--- src/pkg/cmp_pair_pkg.sv ---
`default_nettype none
package cmp_pair_pkg;
  localparam logic [5:0] CMP1_UPPER_ADDR = 6'h1b;
  localparam logic [5:0] CMP1_LOWER_ADDR = 6'h1c;
  localparam logic [5:0] CMP2_UPPER_ADDR = 6'h1d;
  localparam logic [5:0] CMP2_LOWER_ADDR = 6'h1e;
  localparam int OFF_BIT = 15;
  localparam logic [15:0] UPPER_RESET = 16'h00ff;
  localparam logic [15:0] LOWER_RESET = 16'hffff;
  localparam logic [23:0] VALUE_RESET = 24'hffffff;
  localparam logic ACTIVE_OFF_RESET = 1'b0;
endpackage
`default_nettype wire

--- src/pkg/cmp_load_if.sv ---
`timescale 1ns/1ps
`default_nettype none
interface cmp_load_if;
  logic load;
  logic [15:0] upper;
  logic [15:0] lower;
  logic match;
  modport ctrl (output load, output upper, output lower, input match);
  modport unit (input load, input upper, input lower, output match);
endinterface
`default_nettype wire

--- src/hw/cmp_unit.sv ---
`timescale 1ns/1ps
`default_nettype none
module cmp_unit (
  input wire logic i_clk,
  input wire logic i_srst,
  input wire logic [23:0] i_timer,
  cmp_load_if.unit bus
);
  logic [23:0] value_q;
  logic off_q;

  // 24 bits and the off bit move together on the lower-register write
  always_ff @(posedge i_clk) begin
    if (i_srst) begin
      value_q <= cmp_pair_pkg::VALUE_RESET;
      off_q <= cmp_pair_pkg::ACTIVE_OFF_RESET;
    end else if (bus.load) begin
      value_q <= {bus.upper[7:0], bus.lower};
      off_q <= bus.upper[cmp_pair_pkg::OFF_BIT];
    end
  end

  // a disabled comparator never matches
  assign bus.match = !off_q && (value_q == i_timer);

  chk_off_no_match: assert property (
    @(posedge i_clk) disable iff (i_srst)
    bus.load && bus.upper[cmp_pair_pkg::OFF_BIT] |=> off_q && !bus.match)
    else $error("off bit not applied");
  chk_load_value: assert property (
    @(posedge i_clk) disable iff (i_srst)
    bus.load |=> value_q == {$past(bus.upper[7:0]), $past(bus.lower)})
    else $error("compare value not loaded");
  chk_hold_value: assert property (
    @(posedge i_clk) disable iff (i_srst)
    !bus.load |=> $stable(value_q) && $stable(off_q))
    else $error("comparator changed without load");
endmodule
`default_nettype wire

--- src/hw/event_timer_compare_pair.sv ---
`timescale 1ns/1ps
`default_nettype none
module event_timer_compare_pair (
  input wire logic I_CLOCK,
  input wire logic I_SRST,
  input wire logic [5:0] i_reg_addr,
  input wire logic i_reg_wr,
  input wire logic [15:0] i_reg_wdata,
  input wire logic i_reg_rd,
  input wire logic i_status_rd,
  input wire logic [23:0] i_timer,
  input wire logic i_doze,
  output logic [15:0] o_reg_rdata,
  output logic o_first_match_flag,
  output logic o_doze_match_flag,
  output logic o_doze_exit
);
  // ****************************************
  // staged registers
  // ****************************************
  logic [15:0] one_upper_q;
  logic [15:0] one_lower_q;
  logic [15:0] two_upper_q;
  logic [15:0] two_lower_q;
  logic [15:0] rdata_d;
  logic wr_one_lower;
  logic wr_two_lower;
  logic [15:0] upper_wdata;

  cmp_load_if one_if ();
  cmp_load_if two_if ();

  assign wr_one_lower = i_reg_wr
    && i_reg_addr == cmp_pair_pkg::CMP1_LOWER_ADDR;
  assign wr_two_lower = i_reg_wr
    && i_reg_addr == cmp_pair_pkg::CMP2_LOWER_ADDR;

  // reserved bits 14-8 are not stored and read as zero
  assign upper_wdata = {i_reg_wdata[15], 7'h00, i_reg_wdata[7:0]};

  always_ff @(posedge I_CLOCK) begin
    if (I_SRST) begin
      one_upper_q <= cmp_pair_pkg::UPPER_RESET;
      one_lower_q <= cmp_pair_pkg::LOWER_RESET;
      two_upper_q <= cmp_pair_pkg::UPPER_RESET;
      two_lower_q <= cmp_pair_pkg::LOWER_RESET;
    end else if (i_reg_wr) begin
      case (i_reg_addr)
        cmp_pair_pkg::CMP1_UPPER_ADDR: begin
          one_upper_q <= upper_wdata;
        end
        cmp_pair_pkg::CMP1_LOWER_ADDR: begin
          one_lower_q <= i_reg_wdata;
        end
        cmp_pair_pkg::CMP2_UPPER_ADDR: begin
          two_upper_q <= upper_wdata;
        end
        cmp_pair_pkg::CMP2_LOWER_ADDR: begin
          two_lower_q <= i_reg_wdata;
        end
        default: begin
        end
      endcase
    end
  end

  chk_upper_stage: assert property (
    @(posedge I_CLOCK) disable iff (I_SRST)
    i_reg_wr && i_reg_addr == cmp_pair_pkg::CMP1_UPPER_ADDR
    |=> one_upper_q[7:0] == $past(i_reg_wdata[7:0]))
    else $error("upper not staged");

  chk_second_stage: assert property (
    @(posedge I_CLOCK) disable iff (I_SRST)
    i_reg_wr && i_reg_addr == cmp_pair_pkg::CMP2_UPPER_ADDR
    |=> two_upper_q == {$past(i_reg_wdata[15]), 7'h00,
    $past(i_reg_wdata[7:0])})
    else $error("second upper not staged");

  chk_lower_stage: assert property (
    @(posedge I_CLOCK) disable iff (I_SRST)
    wr_one_lower |=> one_lower_q == $past(i_reg_wdata))
    else $error("lower not stored");

  // ****************************************
  // comparator loads
  // ****************************************
  // lower data taken from the write bus so the load sees it the same cycle
  assign one_if.load = wr_one_lower;
  assign one_if.upper = one_upper_q;
  assign one_if.lower = i_reg_wdata;
  assign two_if.load = wr_two_lower;
  assign two_if.upper = two_upper_q;
  assign two_if.lower = i_reg_wdata;

  cmp_unit u_one (
    .i_clk(I_CLOCK),
    .i_srst(I_SRST),
    .i_timer(i_timer),
    .bus(one_if.unit)
  );

  cmp_unit u_two (
    .i_clk(I_CLOCK),
    .i_srst(I_SRST),
    .i_timer(i_timer),
    .bus(two_if.unit)
  );

  // ****************************************
  // read-back
  // ****************************************
  always_comb begin
    case (i_reg_addr)
      cmp_pair_pkg::CMP1_UPPER_ADDR: rdata_d = one_upper_q;
      cmp_pair_pkg::CMP1_LOWER_ADDR: rdata_d = one_lower_q;
      cmp_pair_pkg::CMP2_UPPER_ADDR: rdata_d = two_upper_q;
      cmp_pair_pkg::CMP2_LOWER_ADDR: rdata_d = two_lower_q;
      default: rdata_d = 16'h0000;
    endcase
  end

  always_ff @(posedge I_CLOCK) begin
    if (I_SRST) begin
      o_reg_rdata <= 16'h0000;
    end else if (i_reg_rd) begin
      o_reg_rdata <= rdata_d;
    end
  end

  chk_read_data: assert property (
    @(posedge I_CLOCK) disable iff (I_SRST)
    i_reg_rd && i_reg_addr == cmp_pair_pkg::CMP1_LOWER_ADDR
    |=> o_reg_rdata == $past(one_lower_q))
    else $error("read data not staged value");

  chk_rdata_hold: assert property (
    @(posedge I_CLOCK) disable iff (I_SRST)
    !i_reg_rd |=> $stable(o_reg_rdata))
    else $error("read data moved without read");

  // ****************************************
  // match flags
  // ****************************************
  // set wins over a status-read clear in the same cycle
  always_ff @(posedge I_CLOCK) begin
    if (I_SRST) begin
      o_first_match_flag <= 1'b0;
    end else if (one_if.match) begin
      o_first_match_flag <= 1'b1;
    end else if (i_status_rd) begin
      o_first_match_flag <= 1'b0;
    end
  end

  chk_first_flag_set: assert property (
    @(posedge I_CLOCK) disable iff (I_SRST)
    one_if.match |=> o_first_match_flag)
    else $error("flag one missed");

  chk_status_clear: assert property (
    @(posedge I_CLOCK) disable iff (I_SRST)
    i_status_rd && !one_if.match |=> !o_first_match_flag)
    else $error("flag one not cleared");

  chk_flag_needs_match: assert property (
    @(posedge I_CLOCK) disable iff (I_SRST)
    !one_if.match && !o_first_match_flag |=> !o_first_match_flag)
    else $error("flag one rose without match");

  always_ff @(posedge I_CLOCK) begin
    if (I_SRST) begin
      o_doze_match_flag <= 1'b0;
    end else if (two_if.match && i_doze) begin
      o_doze_match_flag <= 1'b1;
    end else if (i_status_rd) begin
      o_doze_match_flag <= 1'b0;
    end
  end

  chk_doze_flag_set: assert property (
    @(posedge I_CLOCK) disable iff (I_SRST)
    two_if.match && i_doze |=> o_doze_match_flag && o_doze_exit)
    else $error("doze match missed");

  chk_doze_clear: assert property (
    @(posedge I_CLOCK) disable iff (I_SRST)
    i_status_rd && !(two_if.match && i_doze) |=> !o_doze_match_flag)
    else $error("doze flag not cleared");

  chk_no_doze_flag: assert property (
    @(posedge I_CLOCK) disable iff (I_SRST)
    !i_doze && !o_doze_match_flag |=> !o_doze_match_flag)
    else $error("doze flag outside doze");

  always_ff @(posedge I_CLOCK) begin
    if (I_SRST) begin
      o_doze_exit <= 1'b0;
    end else begin
      o_doze_exit <= two_if.match && i_doze;
    end
  end

  chk_exit_pulse: assert property (
    @(posedge I_CLOCK) disable iff (I_SRST)
    !(two_if.match && i_doze) |=> !o_doze_exit)
    else $error("doze exit without match");
endmodule
`default_nettype wire

--- config.mk ---
export PLATFORM = sky130hd
export DESIGN_NAME = event_timer_compare_pair
export DESIGN_NICKNAME = d
export VERILOG_FILES = /design/src/pkg/cmp_pair_pkg.sv /design/src/pkg/cmp_load_if.sv /design/src/hw/cmp_unit.sv /design/src/hw/event_timer_compare_pair.sv
export SDC_FILE = /design/constraint.sdc
export NUM_CORES = 1
export LEC_CHECK = 0
export ABC_AREA = 1
export BUFFER_PORTS_ARGS = -buffer_cell sky130_fd_sc_hd__buf_2
export CAP_MARGIN = 5
export CORE_ASPECT_RATIO = 0.5
export CORE_UTILIZATION = 45
export DETAILED_ROUTE_END_ITERATION = 8
export MAX_ROUTING_LAYER = met4
export PLACE_DENSITY = 0.78
export SLEW_MARGIN = 40
export SYNTH_ARGS = -nofsm -noshare
export SYNTH_HDL_FRONTEND = slang
export SYNTH_SLANG_ARGS = --single-unit
--- constraint.sdc ---
create_clock -name I_CLOCK -period 1.12 [get_ports I_CLOCK]
set_clock_uncertainty 0.2 [all_clocks]
set_input_delay 0.112 -clock I_CLOCK [delete_from_list [all_inputs] [get_ports I_CLOCK]]
set_output_delay 0.112 -clock I_CLOCK [all_outputs]
set_load 0.005 [all_outputs]
# Word level (Yosys, flattened, before mapping)
# Cells that the tools add are included.
op_classes:
  mux: 4
  n_eq_ne: 6
  reduce_logical: 13
op_table:
  columns: ["operator", "n"]
  rows:
  - ["$pmux W16 S4", 1]
  - ["$eq A24 B24 Y1", 2]
  - ["$eq A6 B5 Y1 const B", 4]
  - ["$reduce_and A2 Y1", 4]
  - ["$logic_and A1 B1 Y1", 5]
  - ["$reduce_bool A2 Y1", 2]
  - ["$mux W1", 3]
  - ["$logic_not A1 Y1", 2]
totals:
  output_inout_bits: 19
  elab_cells: 35
  in_bits: 52
  reg_bits: 119

# Longest topological paths before layout
# Gate-level depths: netlist of run 1.
depth:
  depth_word: 4
  mapped_depth: 9
  mapped_depth_nobuf: 9

# Modules after synthesis
# Synthesis of run 1 repeated with hierarchy kept, for this count alone.
unflattened:
  hier_cells: 826
  hier_area_um2: 5540.3
modules_own_cells:
  columns: ["mod", "n_inst", "seq_area_each_um2", "area_each_um2", "cells_each"]
  rows:
  - ["event_timer_compare_pair", 1, 1381.3, 2897.8, 386]
  - ["cmp_unit", 2, 500.5, 1321.3, 220]

# Worst setup path after synthesis of run 1
# Ideal clock, no wire load.
synth_path:
  path_kind: "reg-to-reg"
  start: "register two_lower_q[0] (netlist name)"
  end: "register o_doze_match_flag"
  t_required_ps: 808
  setup_ps: 112
  arrival_ps: 902
  stages_incl_launch_ff: 9
  slack_ps: -95
  synth_period_minus_slack_ps: 1215
  path_buffers: 0
  cell_sequence: "dfxtp_1 > inv_1 > or2_2 > nand3_1 > nor2_1 > nand2_1 > nor2_1 > nand2_1 > nand2_1"
synth_lines:
  columns: ["item", "line_no", "rtl"]
  rows:
  - ["end signal, assigned", "event_timer_compare_pair.sv:173", "o_doze_match_flag <= 1'b0;"]
  - ["end signal, assigned", "event_timer_compare_pair.sv:175", "o_doze_match_flag <= 1'b1;"]
  - ["end signal, assigned", "event_timer_compare_pair.sv:177", "o_doze_match_flag <= 1'b0;"]
  - ["end, declared", "event_timer_compare_pair.sv:15", "output logic o_doze_match_flag,"]

==> results.json, run 1 <==
{
  "areaGrowthSynthToFinish_pct": 53.78,
  "min-delay-start": "i_reg_rd",
  "crit_chain": "inv_2 > nand2_1 > nand2_1 > nor2_1 > nand3_1 > nor2_2 > nand3_1 > a21oi_1",
  "cp.arrival_ns": 1.42,
  "path_clk_slew_ns": 0.07,
  "ios": 71,
  "holdWs_ns": -0.07894,
  "worst_pin_slew_ns": 0.3487,
  "fp.dieW_um": 141.6,
  "fin_crit_ns": 1.343,
  "async_flop_share_pct": 0,
  "drt_iter0_markers": 464,
  "run_status": "complete, but fails checks",
  "setup_viol": 12,
  "worstSkewPairLatency_ns": 0.34,
  "synth_top_cells_by_count": "nand2_1 (186), dfxtp_1 (87), inv_1 (78)",
  "yosys.area_share.simple_pct": 28.22,
  "rows": 25,
  "p_int_w": 0.005179,
  "dieArea_um2": 10170,
  "ctsHtreeMaxLevel": 3,
  "final_cells": 928,
  "fillCellCount": 727,
  "critPathLaunch": "one_lower_q[0]",
  "ys_warn_count": 0,
  "io_buffers": 70,
  "core_area_um2": 9447,
  "cts-root-buf": "clkbuf_16",
  "drc": 0,
  "p_comb_share_pct": 11.8,
  "rsz0062_at_grt": "yes",
  "cts_made_buffers": 9,
  "synthAdderAreaFrac_pct": 0,
  "max_slew_margin_pct": 76.75,
  "wl_per_cell_um": 17.64,
  "grt_pass1_vias": 4580,
  "grt.total_usage_pct": 32.87,
  "cts_tree": "yes",
  "grt_antenna_before_repair": 0,
  "setup_slack_ns": -0.2228,
  "grt_max_degree": 30,
  "irDropWorstVdd_uv": 832.9,
  "hold_class": "input port to flop",
  "cts_sinks": 87,
  "dp_hpwl_um": 11390,
  "die_y_um": 71.81,
  "slew_viol_final": 0,
  "place.gp.congestion": 0.9870,
  "crit_slowest_cell": "dfxtp_2",
  "finalHoldViolCount": 8,
  "synth-main-ff-cell": "dfxtp_1",
  "syn_area_um2": 4385,
  "synth.distinct_cells": 30,
  "final_nets": 840,
  "violations": "negative hold slack, negative setup slack",
  "sw_frac_of_total_pct": 26.25,
  "cpPeakStageDelay_ns": 0.34,
  "initial_core_util_pct": 46.42,
  "synth_xor_area_share_pct": 1.797,
  "synth-seq-cells": 87,
  "postCtsHoldBufs": 19,
  "synth_cells": 621,
  "switchingPower_w": 0.001843,
  "grt-ovfl-total": 0,
  "timing.fmax_mhz": 744.7,
  "synth.area.mux_share_pct": 0,
  "ys_seq_area_share_pct": 39.71,
  "ctsLongestPathBuffers": 2,
  "synth_top_family_by_area": "simple AND/OR/NAND/NOR gates",
  "synth.top_cells.by_area": "dfxtp_1 (40%), nand2_1 (16%), o211ai_1 (8.7%)",
  "drv_cap": 0,
  "synth-edff-count": 0,
  "worstPathRequired_ns": 1.20,
  "diodes": 0,
  "vias": 4970,
  "place_inst": 885,
  "leakage_nw": 3.246,
  "synth_top_area_cell": "dfxtp_1",
  "worstSetupEndpointType": "flop",
  "critPathLaunchType": "flop",
  "reg2reg_from": "one_lower_q[0]",
  "setup_tns_ns": -0.8583,
  "drive_gt1_share_pct": 43.88,
  "ant_nets": 0,
  "firstDrtPassIters": 5,
  "wl_um": 16370,
  "synth_top_area_share_pct": 39.71,
  "syn-num-nets": 673,
  "synth.most_common_cell": "nand2_1",
  "crit_fanout": 3,
  "vias_per_cell": 5.356,
  "grt_pass1_wl_um": 24210,
  "clock_power_share_pct": 43.5,
  "p_seq_share_pct": 44.7,
  "path_class": "flop to flop",
  "power_density_nw_per_um2": 1041,
  "timing.final.crit_share_pct": 119.9,
  "synth.avg_cell_area_um2": 7.062,
  "synth-compound-area-share_pct": 19.66
}
-- flip-flops by register name (all words and copies together) (netlist names) --
| register | flops |
|---|---|
| u_two.off_q | 1 |
| two_lower_q | 15 |
| u_two.value_q | 9 |
| o_first_match_flag | 1 |
| o_doze_exit | 1 |
| one_lower_q | 15 |
| u_one.off_q | 1 |
| one_if.upper | 9 |
| u_one.value_q | 9 |
| two_if.upper | 9 |
| o_reg_rdata | 16 |
| o_doze_match_flag | 1 |
-- logic make-up (layout without fill, tap and decap cells) --
kind of cell | count (synthesis) | count (layout)
compound gates | 128 | 128
buf+inv | 110 | 282
simple gates | 287 | 287
xor+xnor | 9 | 9
flops | 87 | 87
-- power by group through the flow --
stage          combinational (W)  sequential, W  clock (W)
3_5_place_dp            0.000653        0.00320          0
6_report                0.000829        0.00314    0.00306
2_1_floorplan           0.000312        0.00320          0
4_1_cts                 0.000759        0.00314    0.00307
5_1_grt                 0.000887        0.00314    0.00320
3_3_place_gp            0.000651        0.00320          0
-- path summary, 6_finish.rpt --
path	slack, ns	end	depth (start not counted)
max	-0.22	o_first_match_flag	8
min	-0.08	o_reg_rdata[8]	3
max reg2reg	-0.22	o_first_match_flag	8
min reg2reg	0.26	o_reg_rdata[5]	2
-- cell usage in the layout (no fill, tap or decap), types with 15 or more instances in the layout --
master / instances
nand3_2: 17
buf_6: 28
dlygate4sd3_1: 18
nor2_1: 26
nand2_1: 176
inv_2: 15
o211ai_1: 51
buf_4: 57
inv_1: 65
o21ai_1: 17
a21oi_1: 17
buf_2: 67
dfxtp_2: 53
dfxtp_1: 33
-- worst max-delay path: cells and delay by family, from the launching register on --
| kind | cells | cell delay (ns) |
|---|---|---|
| flip-flops | 1 | 0.34 |
| buffers and inverters | 1 | 0.05 |
| AND/OR/NAND/NOR | 6 | 0.54 |
| AO/OA/AOI/OAI | 1 | 0.14 |
-- cell type report --
cell class	instances	area [µm²]	area share [%]
repair buffers	183	1524	22.60
well taps	135	168.9	2.505
clock buffers	12	266.5	3.952
flip-flops and latches	87	1812	26.86
multi-input cells	424	2600	38.55
inverters	83	335.3	4.972
clock inverters	4	37.54	0.5566
-- metrics by stage --
step                      setup slack, ns  hold WS, ns  power [W]  instance area [µm²]  util (%)
final                             -0.2228     -0.07894   0.007022                 6744     71.39
after floorplan                  -0.03006      0.02522   0.003513                 4442         -
after detailed placement          -0.4869       0.1451   0.003857                 5572     58.98
after global routing              -0.2851     -0.05133   0.007221                 6744     71.39
after global placement            -0.4334       0.1405   0.003854                 5572     58.98
after CTS                         -0.2037     -0.03997   0.006969                 6456     68.34
-- routing by layer --
layer	vias up	routed length, µm	global-route usage, %
met3	33	1395	5.615
met1	2317	7157	44.44
li1	2378	-	-
met2	242	7473	50.19
met4	0	348	10.27
met5	-	0	-
-- timing repair --
action                                  4_1_cts  5_1_grt
endpoints found under the setup margin       22       84
hold endpoints to repair                     60        8
cloned                                        0        1
pin swaps                                    39       52
gates resized for setup                     115       91
setup buffers                                 6        7
No activity file was read; power rests on OpenSTA's default activity.
==> run 2, diff against run 1 <==
Settings changed: BUFFER_PORTS_ARGS -buffer_cell sky130_fd_sc_hd__buf_2 to unset, DONT_BUFFER_PORTS set to 1, PLACE_DENSITY 0.78 to unset, PLACE_DENSITY_LB_ADDON set to 0.2.
==> run 2 against run 1 <==
Effect of this change:
- worst hold slack lost 0.30 ns
- maximum frequency shrank 1.9%
- the run still ends with negative hold slack, negative setup slack left
- setup slack got worse by 0.026 ns
- wire length decreased by 8.3%
- global-route usage is 1.1 points lower
- via count down 8.3%
- combinational power shrank 28%
- critical path type unchanged
- sequential share of layout area rose by 2.2 points
==> results.json, run 2 (synthesized netlist as in run 1, its figures left out) <==
{
  "run_status": "complete, but fails checks",
  "violations": "negative hold slack, negative setup slack",
  "setup_slack_ns": -0.2486,
  "crit_slowest_cell": "dfxtp_2",
  "irDropWorstVdd_uv": 691.9,
  "initial_core_util_pct": 46.42,
  "rows": 25,
  "grt_max_degree": 26,
  "r2r_cells": 8,
  "crit_chain": "nand2_1 > inv_1 > nor2_1 > nor2_1 > nand2_1 > nor2_2 > nand3_1 > a21oi_2",
  "worst_pin_slew_ns": 0.3311,
  "worstPathRequired_ns": 1.20,
  "clock_power_share_pct": 46.5,
  "crit_family": "simple AND/OR/NAND/NOR gates",
  "use_met3_pct": 8.556,
  "areaGrowthSynthToFinish_pct": 40.40,
  "cts_made_buffers": 9,
  "diodes": 0,
  "fillCellCount": 806,
  "drt_iter0_markers": 384,
  "place.gp.congestion": 0.9460,
  "cp_num_buf_inv": 1,
  "setup_tns_ns": -0.6667,
  "die_y_um": 71.81,
  "path_clk_slew_ns": 0.07,
  "core_area_um2": 9447,
  "r2r_slack_ns": -0.25,
  "fp.dieW_um": 141.6,
  "timing.final.crit_share_pct": 122.2,
  "vias_per_cell": 5.356,
  "ctsHtreeMaxLevel": 3,
  "grt_antenna_before_repair": 0,
  "reg2reg_from": "u_one.value_q[20]",
  "p_seq_share_pct": 44.9,
  "ant_nets": 0,
  "fin_crit_ns": 1.369,
  "grt_pass1_vias": 4315,
  "multi_input_area_um2": 2532,
  "drv_cap": 0,
  "ctsLongestPathBuffers": 2,
  "cts-root-buf": "clkbuf_16",
  "min-delay-start": "I_SRST",
  "final_nets": 764,
  "vias": 4558,
  "timing.fmax_mhz": 730.7,
  "critPathCapture": "o_first_match_flag",
  "top_regs": "o_reg_rdata: 16 flops, one_lower_q: 15 flops, two_lower_q: 15 flops",
  "cts_tree": "yes",
  "slew_viol_final": 0,
  "dp_hpwl_um": 10830,
  "largest-register": "o_reg_rdata",
  "leakage_nw": 2.909,
  "grt_pass1_wl_um": 23340,
  "hold_class": "input port to flop",
  "finalHoldViolCount": 69,
  "postCtsHoldBufs": 18,
  "crit_fanout": 3,
  "sw_frac_of_total_pct": 23.70,
  "critPathLaunch": "u_one.value_q[20]",
  "worstSetupEndpointType": "flop",
  "grt.total_usage_pct": 31.80,
  "placed_area_um2": 5171,
  "path_depth": 8,
  "wl_um": 15020,
  "rsz0062_at_grt": "yes",
  "total_power_w": 0.006984,
  "p_int_w": 0.005328,
  "cts_sinks": 87,
  "busiest_layer": "met2",
  "drive_gt1_share_pct": 35.06,
  "max_slew_margin_pct": 77.85,
  "layout_common_cells": "nand2_1 (178), inv_1 (68), buf_4 (57), o211ai_1 (51), dfxtp_1 (50)",
  "reg2reg_to": "o_first_match_flag",
  "p_comb_share_pct": 8.6,
  "cp.arrival_ns": 1.45,
  "worstSkewPairLatency_ns": 0.34,
  "holdWs_ns": -0.3795,
  "drc": 0,
  "place_inst": 815,
  "firstDrtPassIters": 5,
  "power_density_nw_per_um2": 1134,
  "dieArea_um2": 10170,
  "grt-ovfl-total": 0,
  "largest_register_ff_count": 16,
  "ios": 71,
  "cpPeakStageDelay_ns": 0.35,
  "wl_per_cell_um": 17.65,
  "layout_commonest_cell": "nand2_1",
  "switchingPower_w": 0.001655,
  "use_met1_pct": 42.43,
  "final_cells": 851,
  "path_class": "flop to flop",
  "seqCellArea_um2": 1790,
  "io_buffers": 0,
  "critPathLaunchType": "flop",
  "fin_area_um2": 6157,
  "setup_viol": 9,
  "met2_usage_pct": 46.85
}
-- run 2: cell types whose count changed in the layout (fill, tap and decap cells not counted), moves of 4 or more --
cell	previous run	this run
buf_2	67	0
nand3_4	8	4
clkinv_4	4	0
o21ai_1	17	8
dfxtp_1	33	50
buf_12	12	6
dfxtp_2	53	36
o21ai_2	14	20
nand3_1	13	17
-- run 2: layout make-up --
| cell class | count | area share [%] |
|---|---|---|
| Clock inverter | 6 | 1.483 |
| Timing Repair Buffer | 107 | 16.58 |
| Tap cell | 135 | 2.743 |
| Sequential cell | 87 | 29.08 |
| Inverter | 83 | 5.324 |
| Multi-Input combinational cell | 424 | 41.13 |
| Clock buffer | 9 | 3.658 |
-- run 2: worst min path at each step --
stage	slack, ns	endpoint	cells past startpoint
global placement	-0.02	o_reg_rdata[14]	1
detailed placement	-0.01	o_reg_rdata[13]	1
global route	-0.39	o_reg_rdata[0]	1
finish	-0.38	o_reg_rdata[0]	1
floorplan	0.03	one_lower_q[10]	2
CTS	-0.38	o_reg_rdata[0]	1
-- run 2: through the flow --
step	worst slack [ns]	utilization, %
after floorplan	-0.03006	-
after global placement	-0.2418	54.74
after detailed placement	-0.2650	54.74
after CTS	-0.2131	62.98
after global routing	-0.3129	65.18
final	-0.2486	65.18
-- run 2: repair_timing --
item | 4_1_cts | 5_1_grt
pin swaps | 29 | 35
endpoints found under the setup margin | 17 | 20
endpoints found under the hold margin | 85 | 72
buffers inserted | 0 | 11
gates resized for setup | 102 | 65
-- run 2: metal layers --
| layer | up-vias | routed length [µm] | part of all wire [%] |
|---|---|---|---|
| met5 | - | 0 | 0 |
| met4 | 0 | 300 | 2.0 |
| met3 | 24 | 1396 | 9.3 |
| met2 | 197 | 6419 | 43 |
| met1 | 2112 | 6902 | 46 |
| li1 | 2225 | - | - |
-- run 2: power by group through the flow --
stage	clock network (W)	logic, W	registers (W)
floorplan	0	0.000312	0.00320
global placement	0	0.000451	0.00320
detailed placement	0	0.000455	0.00321
CTS	0.00328	0.000565	0.00314
global route	0.00342	0.000650	0.00314
finish	0.00325	0.000601	0.00314
